--- src/rtl/pilot_sup_pkg.sv ---
package pilot_sup_pkg;

  // Clock and time base
  localparam int unsigned CLK_HZ      = 20_000_000;
  localparam int unsigned TICK_MS     = 100;
  localparam int unsigned TICK_CYCLES = CLK_HZ / 1000 * TICK_MS;

  // Supervision timing in milliseconds
  localparam int unsigned START_MS = 2000;
  localparam int unsigned PULSE_MS = 1000;
  localparam int unsigned DWELL_MS = 500;
  localparam int unsigned HOLD_MS  = 2000;

  // Same timing in ticks
  localparam logic [5:0] START_TICKS = 6'(START_MS / TICK_MS);
  localparam logic [5:0] PULSE_TICKS = 6'(PULSE_MS / TICK_MS);
  localparam logic [5:0] CYCLE_TICKS = 6'(4 * PULSE_MS / TICK_MS);
  localparam logic [5:0] GAP_END     = 6'(2 * PULSE_MS / TICK_MS - 1);
  localparam logic [5:0] SAMPLE_PH   = 6'(5 * PULSE_MS / TICK_MS / 2);
  localparam logic [5:0] LOCK_MIN    = 6'(PULSE_MS / TICK_MS - 2);
  localparam logic [5:0] HOLD_TICKS  = 6'(HOLD_MS / TICK_MS);
  localparam logic [2:0] DWELL_TICKS = 3'(DWELL_MS / TICK_MS);

  // Alarm counts in supervision cycles
  localparam logic [1:0] MISS_LIMIT = 2'h3;
  localparam logic [1:0] GOOD_LIMIT = 2'h2;

  // Register map, byte addresses
  localparam logic [7:0] CTRL_OFS   = 8'h00;
  localparam logic [7:0] DELAY_OFS  = 8'h04;
  localparam logic [7:0] STATUS_OFS = 8'h08;

  // Field positions and reset values
  localparam int unsigned MODE_POS    = 0;
  localparam int unsigned DISCRIMINATION_DELAY_SETTING_POS    = 0;
  localparam int unsigned ST_HEALTHY  = 0;
  localparam int unsigned ST_ALARM    = 1;
  localparam int unsigned ST_TRIPOPEN = 2;
  localparam int unsigned ST_DISC     = 3;
  localparam int unsigned ST_LOCK     = 4;
  localparam int unsigned ST_MISS     = 8;
  localparam int unsigned ST_FSM      = 12;
  localparam int unsigned ST_PHASE    = 16;
  localparam logic [1:0] MODE_RST = 2'h0;
  localparam logic [4:0] DISCRIMINATION_DELAY_SETTING_RST = 5'h01;

  // Bus responses
  localparam logic [1:0] RESP_OKAY   = 2'h0;
  localparam logic [1:0] RESP_SLVERR = 2'h2;

  typedef enum logic [1:0] {
    MODE_OFF    = 2'h0,
    MODE_MASTER = 2'h1,
    MODE_SLAVE  = 2'h2
  } mode_t;

  typedef enum logic [2:0] {
    ST_OFF   = 3'h1,
    ST_START = 3'h2,
    ST_RUN   = 3'h4
  } sup_state_t;

  typedef struct packed {
    logic        awvalid;
    logic [7:0]  awaddr;
    logic        wvalid;
    logic [31:0] wdata;
    logic [3:0]  wstrb;
    logic        bready;
    logic        arvalid;
    logic [7:0]  araddr;
    logic        rready;
  } axi_req_t;

  typedef struct packed {
    logic        awready;
    logic        wready;
    logic        bvalid;
    logic [1:0]  bresp;
    logic        arready;
    logic        rvalid;
    logic [31:0] rdata;
    logic [1:0]  rresp;
  } axi_rsp_t;

  typedef struct packed {
    logic pilot_sense;
    logic reset_btn;
    logic initiate;
    logic trip_in;
  } pins_in_t;

  typedef struct packed {
    logic pilot_drive;
    logic healthy_led;
    logic alarm_led;
    logic alarm_contact;
    logic trip_out;
    logic disc_led;
    logic activity_led;
  } pins_out_t;

endpackage : pilot_sup_pkg

--- src/rtl/tick_gen.sv ---
`timescale 1ns/1ns
module tick_gen #(
  parameter int unsigned CYCLES = 2
) (
  // Clock and reset
  input  logic clk,
  input  logic rstn,
  // Time base
  output logic tick
);

  localparam int unsigned CW = $clog2(CYCLES + 1);

  typedef struct packed {
    logic [CW-1:0] cnt;
    logic          tick;
  } tick_st_t;

  tick_st_t r_reg;
  tick_st_t r_next;

  always_comb begin
    r_next = r_reg;
    r_next.tick = 1'b0;
    if (r_reg.cnt == CW'(CYCLES - 1)) begin
      r_next.cnt  = '0;
      r_next.tick = 1'b1;
    end else begin
      r_next.cnt = r_reg.cnt + CW'(1);
    end
  end

  always_ff @(posedge clk or negedge rstn) begin
    if (!rstn) begin
      r_reg <= '0;
    end else begin
      r_reg <= r_next;
    end
  end

  assign tick = r_reg.tick;

endmodule : tick_gen

--- src/rtl/pilot_sup.sv ---
`timescale 1ns/1ns
module pilot_sup #(
  parameter int unsigned TICK_CYCLES = pilot_sup_pkg::TICK_CYCLES
) (
  // Clock and reset
  input  logic                      clk,
  input  logic                      rstn,
  // Register bus
  input  pilot_sup_pkg::axi_req_t   axi_req,
  output pilot_sup_pkg::axi_rsp_t   axi_rsp,
  // Pilot, panel and trip pins
  input  pilot_sup_pkg::pins_in_t   pins_in,
  output pilot_sup_pkg::pins_out_t  pins_out
);

  typedef struct packed {
    pilot_sup_pkg::pins_in_t   sync1;
    pilot_sup_pkg::pins_in_t   sync2;
    pilot_sup_pkg::sup_state_t st;
    logic [5:0]                phase;
    logic [5:0]                run;
    logic [5:0]                hold;
    logic                      lock;
    logic                      got;
    logic                      ok;
    logic [1:0]                miss;
    logic [1:0]                good;
    logic                      alarm;
    logic [2:0]                dwell;
    logic                      trip_open;
    logic                      done;
    logic [4:0]                disc;
    logic [1:0]                mode;
    logic [4:0]                discrimination_delay_setting;
    logic                      aw_ok;
    logic [7:0]                awaddr;
    logic                      w_ok;
    logic [31:0]               wdata;
    logic [3:0]                wstrb;
    pilot_sup_pkg::pins_out_t  po;
    pilot_sup_pkg::axi_rsp_t   rsp;
  } sup_st_t;

  sup_st_t r_reg;
  sup_st_t r_next;
  logic    tick;
  logic    sense;
  logic    rst_in;
  logic    init_in;
  logic    trip_in;
  logic    is_master;
  logic    is_slave;
  logic    on;
  logic    eval;
  logic [4:0] discrimination_delay_setting_eff;

  // Word decode shared by the read and write paths
  function automatic logic [1:0] reg_sel(input logic [7:0] addr);
    logic [1:0] sel;
    sel = 2'h0;
    if (addr[7:2] == pilot_sup_pkg::CTRL_OFS[7:2]) begin
      sel = 2'h1;
    end else if (addr[7:2] == pilot_sup_pkg::DELAY_OFS[7:2]) begin
      sel = 2'h2;
    end else if (addr[7:2] == pilot_sup_pkg::STATUS_OFS[7:2]) begin
      sel = 2'h3;
    end
    return sel;
  endfunction : reg_sel

  tick_gen #(
    .CYCLES (TICK_CYCLES)
  ) u_tick (
    .clk  (clk),
    .rstn (rstn),
    .tick (tick)
  );

  // Only second synchroniser stage is read
  assign sense   = r_reg.sync2.pilot_sense;
  assign rst_in  = r_reg.sync2.reset_btn;
  assign init_in = r_reg.sync2.initiate;
  assign trip_in = r_reg.sync2.trip_in;

  assign is_master = r_reg.mode == pilot_sup_pkg::MODE_MASTER;
  assign is_slave  = r_reg.mode == pilot_sup_pkg::MODE_SLAVE;
  assign on        = is_master || is_slave;

  // Master judges at cycle end, slave after its gap
  assign eval = on && tick && r_reg.st == pilot_sup_pkg::ST_RUN &&
                (is_master ?
                 r_reg.phase == pilot_sup_pkg::CYCLE_TICKS - 6'h01 :
                 r_reg.phase == pilot_sup_pkg::GAP_END);

  // A zero setting still gives the shortest step
  assign discrimination_delay_setting_eff = (r_reg.discrimination_delay_setting == 5'h00) ? 5'h01 : r_reg.discrimination_delay_setting;

  always_comb begin
    r_next = r_reg;
    r_next.sync1 = pins_in;
    r_next.sync2 = r_reg.sync1;

    // Write channel: address and data in either order
    if (r_reg.rsp.awready && axi_req.awvalid) begin
      r_next.aw_ok  = 1'b1;
      r_next.awaddr = axi_req.awaddr;
    end
    if (r_reg.rsp.wready && axi_req.wvalid) begin
      r_next.w_ok  = 1'b1;
      r_next.wdata = axi_req.wdata;
      r_next.wstrb = axi_req.wstrb;
    end
    if (r_next.aw_ok && r_next.w_ok && !r_reg.rsp.bvalid) begin
      r_next.aw_ok      = 1'b0;
      r_next.w_ok       = 1'b0;
      r_next.rsp.bvalid = 1'b1;
      r_next.rsp.bresp  = (reg_sel(r_next.awaddr) == 2'h0) ?
                          pilot_sup_pkg::RESP_SLVERR :
                          pilot_sup_pkg::RESP_OKAY;
      if (r_next.wstrb[0]) begin
        if (reg_sel(r_next.awaddr) == 2'h1) begin
          r_next.mode = r_next.wdata[pilot_sup_pkg::MODE_POS +: 2];
        end
        if (reg_sel(r_next.awaddr) == 2'h2) begin
          r_next.discrimination_delay_setting = r_next.wdata[pilot_sup_pkg::DISCRIMINATION_DELAY_SETTING_POS +: 5];
        end
      end
    end else if (r_reg.rsp.bvalid && axi_req.bready) begin
      r_next.rsp.bvalid = 1'b0;
    end
    r_next.rsp.awready = !r_next.aw_ok && !r_next.rsp.bvalid;
    r_next.rsp.wready  = !r_next.w_ok && !r_next.rsp.bvalid;

    // Read channel
    if (r_reg.rsp.arready && axi_req.arvalid) begin
      r_next.rsp.rvalid = 1'b1;
      r_next.rsp.rresp  = pilot_sup_pkg::RESP_OKAY;
      r_next.rsp.rdata  = 32'h0000_0000;
      unique case (reg_sel(axi_req.araddr))
        2'h1: r_next.rsp.rdata[pilot_sup_pkg::MODE_POS +: 2] = r_reg.mode;
        2'h2: r_next.rsp.rdata[pilot_sup_pkg::DISCRIMINATION_DELAY_SETTING_POS +: 5] = r_reg.discrimination_delay_setting;
        2'h3: begin
          r_next.rsp.rdata[pilot_sup_pkg::ST_HEALTHY] =
            r_reg.po.healthy_led;
          r_next.rsp.rdata[pilot_sup_pkg::ST_ALARM]    = r_reg.alarm;
          r_next.rsp.rdata[pilot_sup_pkg::ST_TRIPOPEN] = r_reg.trip_open;
          r_next.rsp.rdata[pilot_sup_pkg::ST_DISC] = r_reg.po.disc_led;
          r_next.rsp.rdata[pilot_sup_pkg::ST_LOCK] = r_reg.lock;
          r_next.rsp.rdata[pilot_sup_pkg::ST_MISS +: 2] = r_reg.miss;
          r_next.rsp.rdata[pilot_sup_pkg::ST_FSM +: 3]  = r_reg.st;
          r_next.rsp.rdata[pilot_sup_pkg::ST_PHASE +: 6] = r_reg.phase;
        end
        2'h0: r_next.rsp.rresp = pilot_sup_pkg::RESP_SLVERR;
      endcase
    end else if (r_reg.rsp.rvalid && axi_req.rready) begin
      r_next.rsp.rvalid = 1'b0;
    end
    r_next.rsp.arready = !r_next.rsp.rvalid;

    // Supervision sequence
    if (!on) begin
      r_next.st    = pilot_sup_pkg::ST_OFF;
      r_next.phase = 6'h00;
      r_next.run   = 6'h00;
      r_next.hold  = 6'h00;
      r_next.lock  = 1'b0;
      r_next.got   = 1'b0;
      r_next.ok    = 1'b0;
      r_next.miss  = 2'h0;
      r_next.good  = 2'h0;
      r_next.alarm = 1'b0;
      r_next.dwell = 3'h0;
    end else if (r_reg.st == pilot_sup_pkg::ST_OFF) begin
      r_next.st    = is_master ? pilot_sup_pkg::ST_START :
                                 pilot_sup_pkg::ST_RUN;
      r_next.phase = 6'h00;
      r_next.run   = 6'h00;
    end else if (tick) begin
      if (r_reg.dwell != 3'h0) begin
        r_next.dwell = r_reg.dwell - 3'h1;
      end
      if (!rst_in) begin
        r_next.hold = 6'h00;
      end else if (r_reg.hold != pilot_sup_pkg::HOLD_TICKS) begin
        r_next.hold = r_reg.hold + 6'h01;
      end
      // Local reset; a lasting fault comes back later
      if (rst_in && r_reg.dwell == 3'h0) begin
        r_next.alarm = 1'b0;
        r_next.miss  = 2'h0;
        r_next.good  = 2'h0;
      end
      if (is_master && rst_in &&
          r_reg.hold == pilot_sup_pkg::HOLD_TICKS - 6'h01) begin
        r_next.st    = pilot_sup_pkg::ST_START;
        r_next.run   = 6'h00;
        r_next.alarm = 1'b0;
        r_next.miss  = 2'h0;
        r_next.good  = 2'h0;
        r_next.dwell = 3'h0;
        r_next.got   = 1'b0;
      end else begin
        unique case (r_reg.st)
          pilot_sup_pkg::ST_START: begin
            if (r_reg.run == pilot_sup_pkg::START_TICKS - 6'h01) begin
              r_next.st    = pilot_sup_pkg::ST_RUN;
              r_next.phase = pilot_sup_pkg::PULSE_TICKS;
              r_next.run   = 6'h00;
            end else begin
              r_next.run = r_reg.run + 6'h01;
            end
          end
          pilot_sup_pkg::ST_RUN: begin
            r_next.phase =
              (r_reg.phase == pilot_sup_pkg::CYCLE_TICKS - 6'h01) ?
              6'h00 : r_reg.phase + 6'h01;
            if (is_master) begin
              if (r_reg.phase == pilot_sup_pkg::SAMPLE_PH && sense) begin
                r_next.got = 1'b1;
              end
            end else if (sense && !r_reg.po.pilot_drive) begin
              if (r_reg.run != 6'h3F) begin
                r_next.run = r_reg.run + 6'h01;
              end
              // Long master pulse means a restart
              if (r_reg.run == pilot_sup_pkg::START_TICKS - 6'h01) begin
                r_next.alarm = 1'b0;
                r_next.miss  = 2'h0;
                r_next.good  = 2'h0;
                r_next.dwell = 3'h0;
              end
            end else begin
              // Relock on each master pulse end after at least LOCK_MIN ticks of pulse
              if (!sense && r_reg.run >= pilot_sup_pkg::LOCK_MIN) begin
                r_next.phase = pilot_sup_pkg::PULSE_TICKS;
                r_next.lock  = 1'b1;
                r_next.got   = 1'b1;
              end
              r_next.run = 6'h00;
            end
          end
          default: ;
        endcase
      end
    end

    // Once per cycle: count misses or good cycles
    if (eval) begin
      r_next.got = 1'b0;
      if (r_next.got || r_reg.got) begin
        r_next.miss = 2'h0;
        r_next.ok   = 1'b1;
        if (r_reg.alarm) begin
          if (r_reg.good == pilot_sup_pkg::GOOD_LIMIT - 2'h1) begin
            if (r_reg.dwell == 3'h0) begin
              r_next.alarm = 1'b0;
              r_next.good  = 2'h0;
            end
          end else begin
            r_next.good = r_reg.good + 2'h1;
          end
        end
      end else begin
        r_next.ok   = 1'b0;
        r_next.good = 2'h0;
        // Cycle-sized steps give the 8 to 12 s disturbance margin
        if (r_reg.miss == pilot_sup_pkg::MISS_LIMIT - 2'h1) begin
          if (!r_reg.alarm) begin
            r_next.alarm = 1'b1;
            r_next.dwell = pilot_sup_pkg::DWELL_TICKS;
          end
        end else begin
          r_next.miss = r_reg.miss + 2'h1;
        end
      end
    end

    // Trip path and discrimination timer
    if (!(on && r_next.alarm)) begin
      r_next.trip_open = 1'b0;
      r_next.done      = 1'b0;
      r_next.disc      = 5'h00;
    end else if (!r_reg.done) begin
      r_next.trip_open = 1'b1;
      if (!init_in) begin
        r_next.disc = 5'h00;
      end else if (tick) begin
        if (r_reg.disc >= discrimination_delay_setting_eff - 5'h01) begin
          r_next.done      = 1'b1;
          r_next.trip_open = 1'b0;
          r_next.disc      = 5'h00;
        end else begin
          r_next.disc = r_reg.disc + 5'h01;
        end
      end
    end

    // Pins, all registered
    r_next.po.pilot_drive = on &&
      (r_next.st == pilot_sup_pkg::ST_START ||
       (r_next.st == pilot_sup_pkg::ST_RUN &&
        (is_master ? r_next.phase < pilot_sup_pkg::PULSE_TICKS :
         (r_next.lock &&
          r_next.phase >= 6'h02 * pilot_sup_pkg::PULSE_TICKS &&
          r_next.phase < 6'h03 * pilot_sup_pkg::PULSE_TICKS))));
    r_next.po.healthy_led   = on && !r_next.alarm && r_next.ok;
    r_next.po.alarm_led     = on && r_next.alarm;
    r_next.po.alarm_contact = on && r_next.alarm;
    r_next.po.trip_out      = trip_in && !r_next.trip_open;
    r_next.po.disc_led      = on && r_next.alarm && !r_next.done &&
                              init_in;
    r_next.po.activity_led  = r_next.po.pilot_drive;
  end

  // Async reset loads constants only; mode starts off
  always_ff @(posedge clk or negedge rstn) begin
    if (!rstn) begin
      r_reg       <= '0;
      r_reg.st    <= pilot_sup_pkg::ST_OFF;
      r_reg.mode  <= pilot_sup_pkg::MODE_RST;
      r_reg.discrimination_delay_setting  <= pilot_sup_pkg::DISCRIMINATION_DELAY_SETTING_RST;
    end else begin
      r_reg <= r_next;
    end
  end

  assign axi_rsp  = r_reg.rsp;
  assign pins_out = r_reg.po;

endmodule : pilot_sup

--- config.mk ---
export PLATFORM = sky130hd
export DESIGN_NAME = pilot_sup
export DESIGN_NICKNAME = d
export VERILOG_FILES = /design/src/rtl/pilot_sup_pkg.sv /design/src/rtl/tick_gen.sv /design/src/rtl/pilot_sup.sv
export SDC_FILE = /design/constraint.sdc
export NUM_CORES = 1
export LEC_CHECK = 0
export BUFFER_PORTS_ARGS = -buffer_cell sky130_fd_sc_hd__buf_2
export CAP_MARGIN = 20
export CELL_PAD_IN_SITES_DETAIL_PLACEMENT = 0
export CELL_PAD_IN_SITES_GLOBAL_PLACEMENT = 1
export CORE_UTILIZATION = 25
export DETAILED_ROUTE_END_ITERATION = 16
export GPL_TIMING_DRIVEN = 0
export PLACE_DENSITY = 0.49
export SLEW_MARGIN = 20
export SYNTH_ARGS = -nofsm -noshare
export SYNTH_HDL_FRONTEND = slang
export SYNTH_HIERARCHICAL = 1
export SYNTH_SLANG_ARGS = --single-unit
export TNS_END_PERCENT = 5
--- constraint.sdc ---
create_clock -name clk -period 4.9 [get_ports clk]
set_input_delay 1.225 -clock clk [delete_from_list [all_inputs] [get_ports clk]]
set_output_delay 1.225 -clock clk [all_outputs]
set_load 0.005 [all_outputs]
==> results by group <==
Outcome
  – Result of the run: finished, final reports clean

STA
  – Clock Skews: 0.0109 ns
  – Min Clock Period, post-route: 3.13 ns
  – Pin slew with the least headroom to its limit: 0.882 ns
  – Fin crit share: 0.639
  – Number of slew-limit violations in the final report: 0
  – Post-Route Setup TNS: 0 ns
  – Slack of the critical path: 1.77 ns
  – Setup-violating endpoint count in the final report: 0
  – Relative max-transition margin: 0.407
  – Number of hold-slack violations in the final timing report: 0
  – Unrepaired setup endpoints after global routing: false
  – Fmax achieved: 319 MHz

Floorplanning
  – Initial core utilization: 0.257
  – DIE AREA: 0.0260 mm^2
  – Number of placed I/O pins: 111
  – Die height: 161 um
  – Die span in x: 161 um
  – # rows: 57
  – Core region area: 0.0246 mm^2

CTS
  – Post-CTS Hold Fix Bufs: 0
  – TritonCTS clock tree: yes
  – Max Root-Sink Buffers: 2
  – Register clock-pin slew on the reported worst setup and hold paths: 0.06 ns
  – TritonCTS Sinks: 118
  – Post-CTS setup buffer count: 0
  – CTS H-tree depth: 4
  – Number of instances resized during post-cts repair: 0
  – Master cell of the clock root buffer: clkbuf_16
  – Clock insertion delay at the later pin of the skew report: 0.41 ns
  – Inserted Clock Buffers: 17

Synthesis
  – Post-synth top area cell: dfrtp_1
  – Flop and latch count out of synthesis: 118
  – Async set-or-reset flop fraction in the synthesized netlist: 1.00
  – Multiplexer fraction of the synthesized cell area: 0.0359
  – Main combinational cell family by area after synthesis: simple AND/OR/NAND/NOR gates
  – Sequential-to-total area share from yosys stat: 0.467
  – Post-synthesis compound-gate area fraction: 0.146
  – Most used DFF post-synth: dfrtp_1
  – Proportion of netlist area held by the largest area contributor: 0.458
  – Number of different library cells in the post-synthesis netlist: 77
  – Leading cell types by total area after synthesis: dfrtp_1 46%, buf_4 5.7%, nand2_1 4.1%
  – Most common cell in the synthesized netlist: dfrtp_1
  – Adder-cell area share of the yosys netlist: 0.0356
  – Simple-Gate Fraction of Synth Area: 0.199
  – Synth cell count leaders: 116 x dfrtp_1, 69 x nand2_1, 48 x buf_4, 41 x nor2_1, 41 x o21ai_0
  – Post-synth EDFFs: 0
  – Total number of yosys warnings: 6
  – Mapped Avg Cell Area: 9.87 um^2
  – Xor/xnor share of the synthesized area: 0.0318
  – Total standard cell area after synthesis: 0.00633 mm^2
  – Gate Count Post-Synth: 642

Worst hold path
  – Hold Path Class: reg2reg

Placed design
  – IO buf count: 58
  – Weighted congestion reported at the end of routability-driven placement: 0.783
  – Worst slack after detailed placement: 1.34 ns
  – DPL Wire Length: 11,000 um

Global routing
  – Wire length of the first global-routing pass: 25,700 um
  – Overflow after GRT: 0
  – Maximum number of pins on one net before global-route repair: 64
  – Vias in the first global route: 4,888
  – Initial antenna violation count: 0
  – Combined global-route utilization of all metal layers: 0.126

Critical path
  – Class of the most critical setup path: in2reg
  – Slowest cell on the critical path: nor4b_1
  – Critical Path Fanout Max: 8
  – Worst path cell trace: buf_2 > nand2_1 > mux2_2 > nor4b_1 > and4_1 > clkbuf_1 > mux2_2
  – Most numerous cell on the critical path: mux2_2
  – Critical path launch point type: input pin
  – Critical path required time: 5.19 ns
  – Arrival time worst endpoint: 3.42 ns
  – Critical Path End Type: flop
  – CP peak stage delay: 0.55 ns

Drt
  – Detailed-route wire length per cell: 14.2 um
  – Number of antenna-violating nets in the routed design: 0
  – Number of design rule violations left after detail routing: 0
  – Post-detailed-route via-to-cell ratio: 4.51
  – Post-detailed-routing wire length: 15,200 um
  – Number of detailed-route iterations in the first pass: 5
  – Vias: 4,841
  – Drt initial violations: 262

Final layout
  – Total Nets Final: 818
  – Inserted Diodes: 0
  – Max FFs per register: 60
  – Share of post-route cells with drive strength above 1: 0.244
  – Area delta synth->final: 22.4%
  – Utilization after layout: 0.315

Run
  – Number of max-cap violations: 0

Pwr
  – Power per cell area: 401 mW/mm^2
  – Leakage dissipation: 0.00345 uW
  – Worst vdd ir: 164 uV
-- placed cells by master (no fill, tap or decap), drive strengths merged, types with 9 or more instances in the layout --
cell type	instances
xnor2	15
inv	27
conb	18
mux2	14
nor2	42
nor2b	13
dfrtp	116
nand2	69
ha	18
clkbuf	31
a21oi	29
nand3	26
nand2b	9
buf	112
o31ai	9
nor3	16
o21ai	43
-- layer usage --
layer / routed length [um] / vias to the layer above / track usage
met5: 0 / - / 0
met4: 140 / 0 / 0.0450
met3: 463 / 9 / 0.0342
met2: 7190 / 69 / 0.197
met1: 7440 / 2362 / 0.166
li1: - / 2401 / -
-- power by group --
| group | internal (uW) | total [uW] | switching [uW] | leakage (uW) |
|---|---|---|---|---|
| clock network | 863 | 1320 | 453 | 0.000289 |
| logic | 277 | 644 | 367 | 0.00162 |
| registers | 1080 | 1150 | 61.2 | 0.00154 |
| total | 2220 | 3110 | 882 | 0.00345 |
-- path summary, 6_finish.rpt --
check | from | end | slack, ns | cells after the start
worst max-delay path | axi_req[56] | r_reg[98] | 1.77 | 7
worst min-delay path | r_next[142] | rst_in | 0.35 | 0
worst max register to register | r_reg[100] | r_reg[104] | 1.93 | 11
worst min register to register | r_next[142] | rst_in | 0.35 | 0
max in group asynchronous | rstn | r_reg[94] | 3.34 | 2
min in group asynchronous | rstn | axi_rsp[18] | 0.82 | 1
-- per-stage QoR --
| stage | hold slack, ns | area [um^2] | total power [uW] | cells |
|---|---|---|---|---|
| 6_report | 0.348 | 7750 | 3110 | 1074 |
| 5_1_grt | 0.359 | 7750 | 3300 | 1074 |
| 4_1_cts | 0.350 | 7750 | 3170 | 1074 |
| 3_5_place_dp | 0.336 | 7130 | 1820 | 1042 |
| 3_3_place_gp | 0.337 | 7090 | 1810 | 1041 |
| 2_1_floorplan | 0.331 | 6400 | 1610 | 659 |
-- critical path, delay by kind of cell --
family / cells / cell delay [ns]
multiplexers: 2 / 0.76
buffers and inverters: 2 / 0.37
AND/OR/NAND/NOR: 3 / 1.08
-- final cells by class --
| type | count | area (um^2) |
|---|---|---|
| Sequential cell | 118 | 2960 |
| Buffer | 64 | 439 |
| Clock buffer | 20 | 447 |
| Fill cell | 2557 | 16900 |
| Clock inverter | 12 | 176 |
| Multi-Input combinational cell | 451 | 2910 |
| Tap cell | 324 | 405 |
| Inverter | 26 | 97.6 |
| Timing Repair Buffer | 59 | 324 |
-- cells by family (layout without fill, tap and decap cells) --
logic type | Yosys count | count (layout)
adder cells (fa/ha/maj) | 18 | 18
AND/OR/NAND/NOR | 236 | 236
XOR/XNOR | 23 | 23
multiplexers | 21 | 21
AO/OA/AOI/OAI | 135 | 135
other | 1 | 18
buffers and inverters | 90 | 181
flip-flops | 118 | 118
No activity file was read; power rests on OpenSTA's default activity.
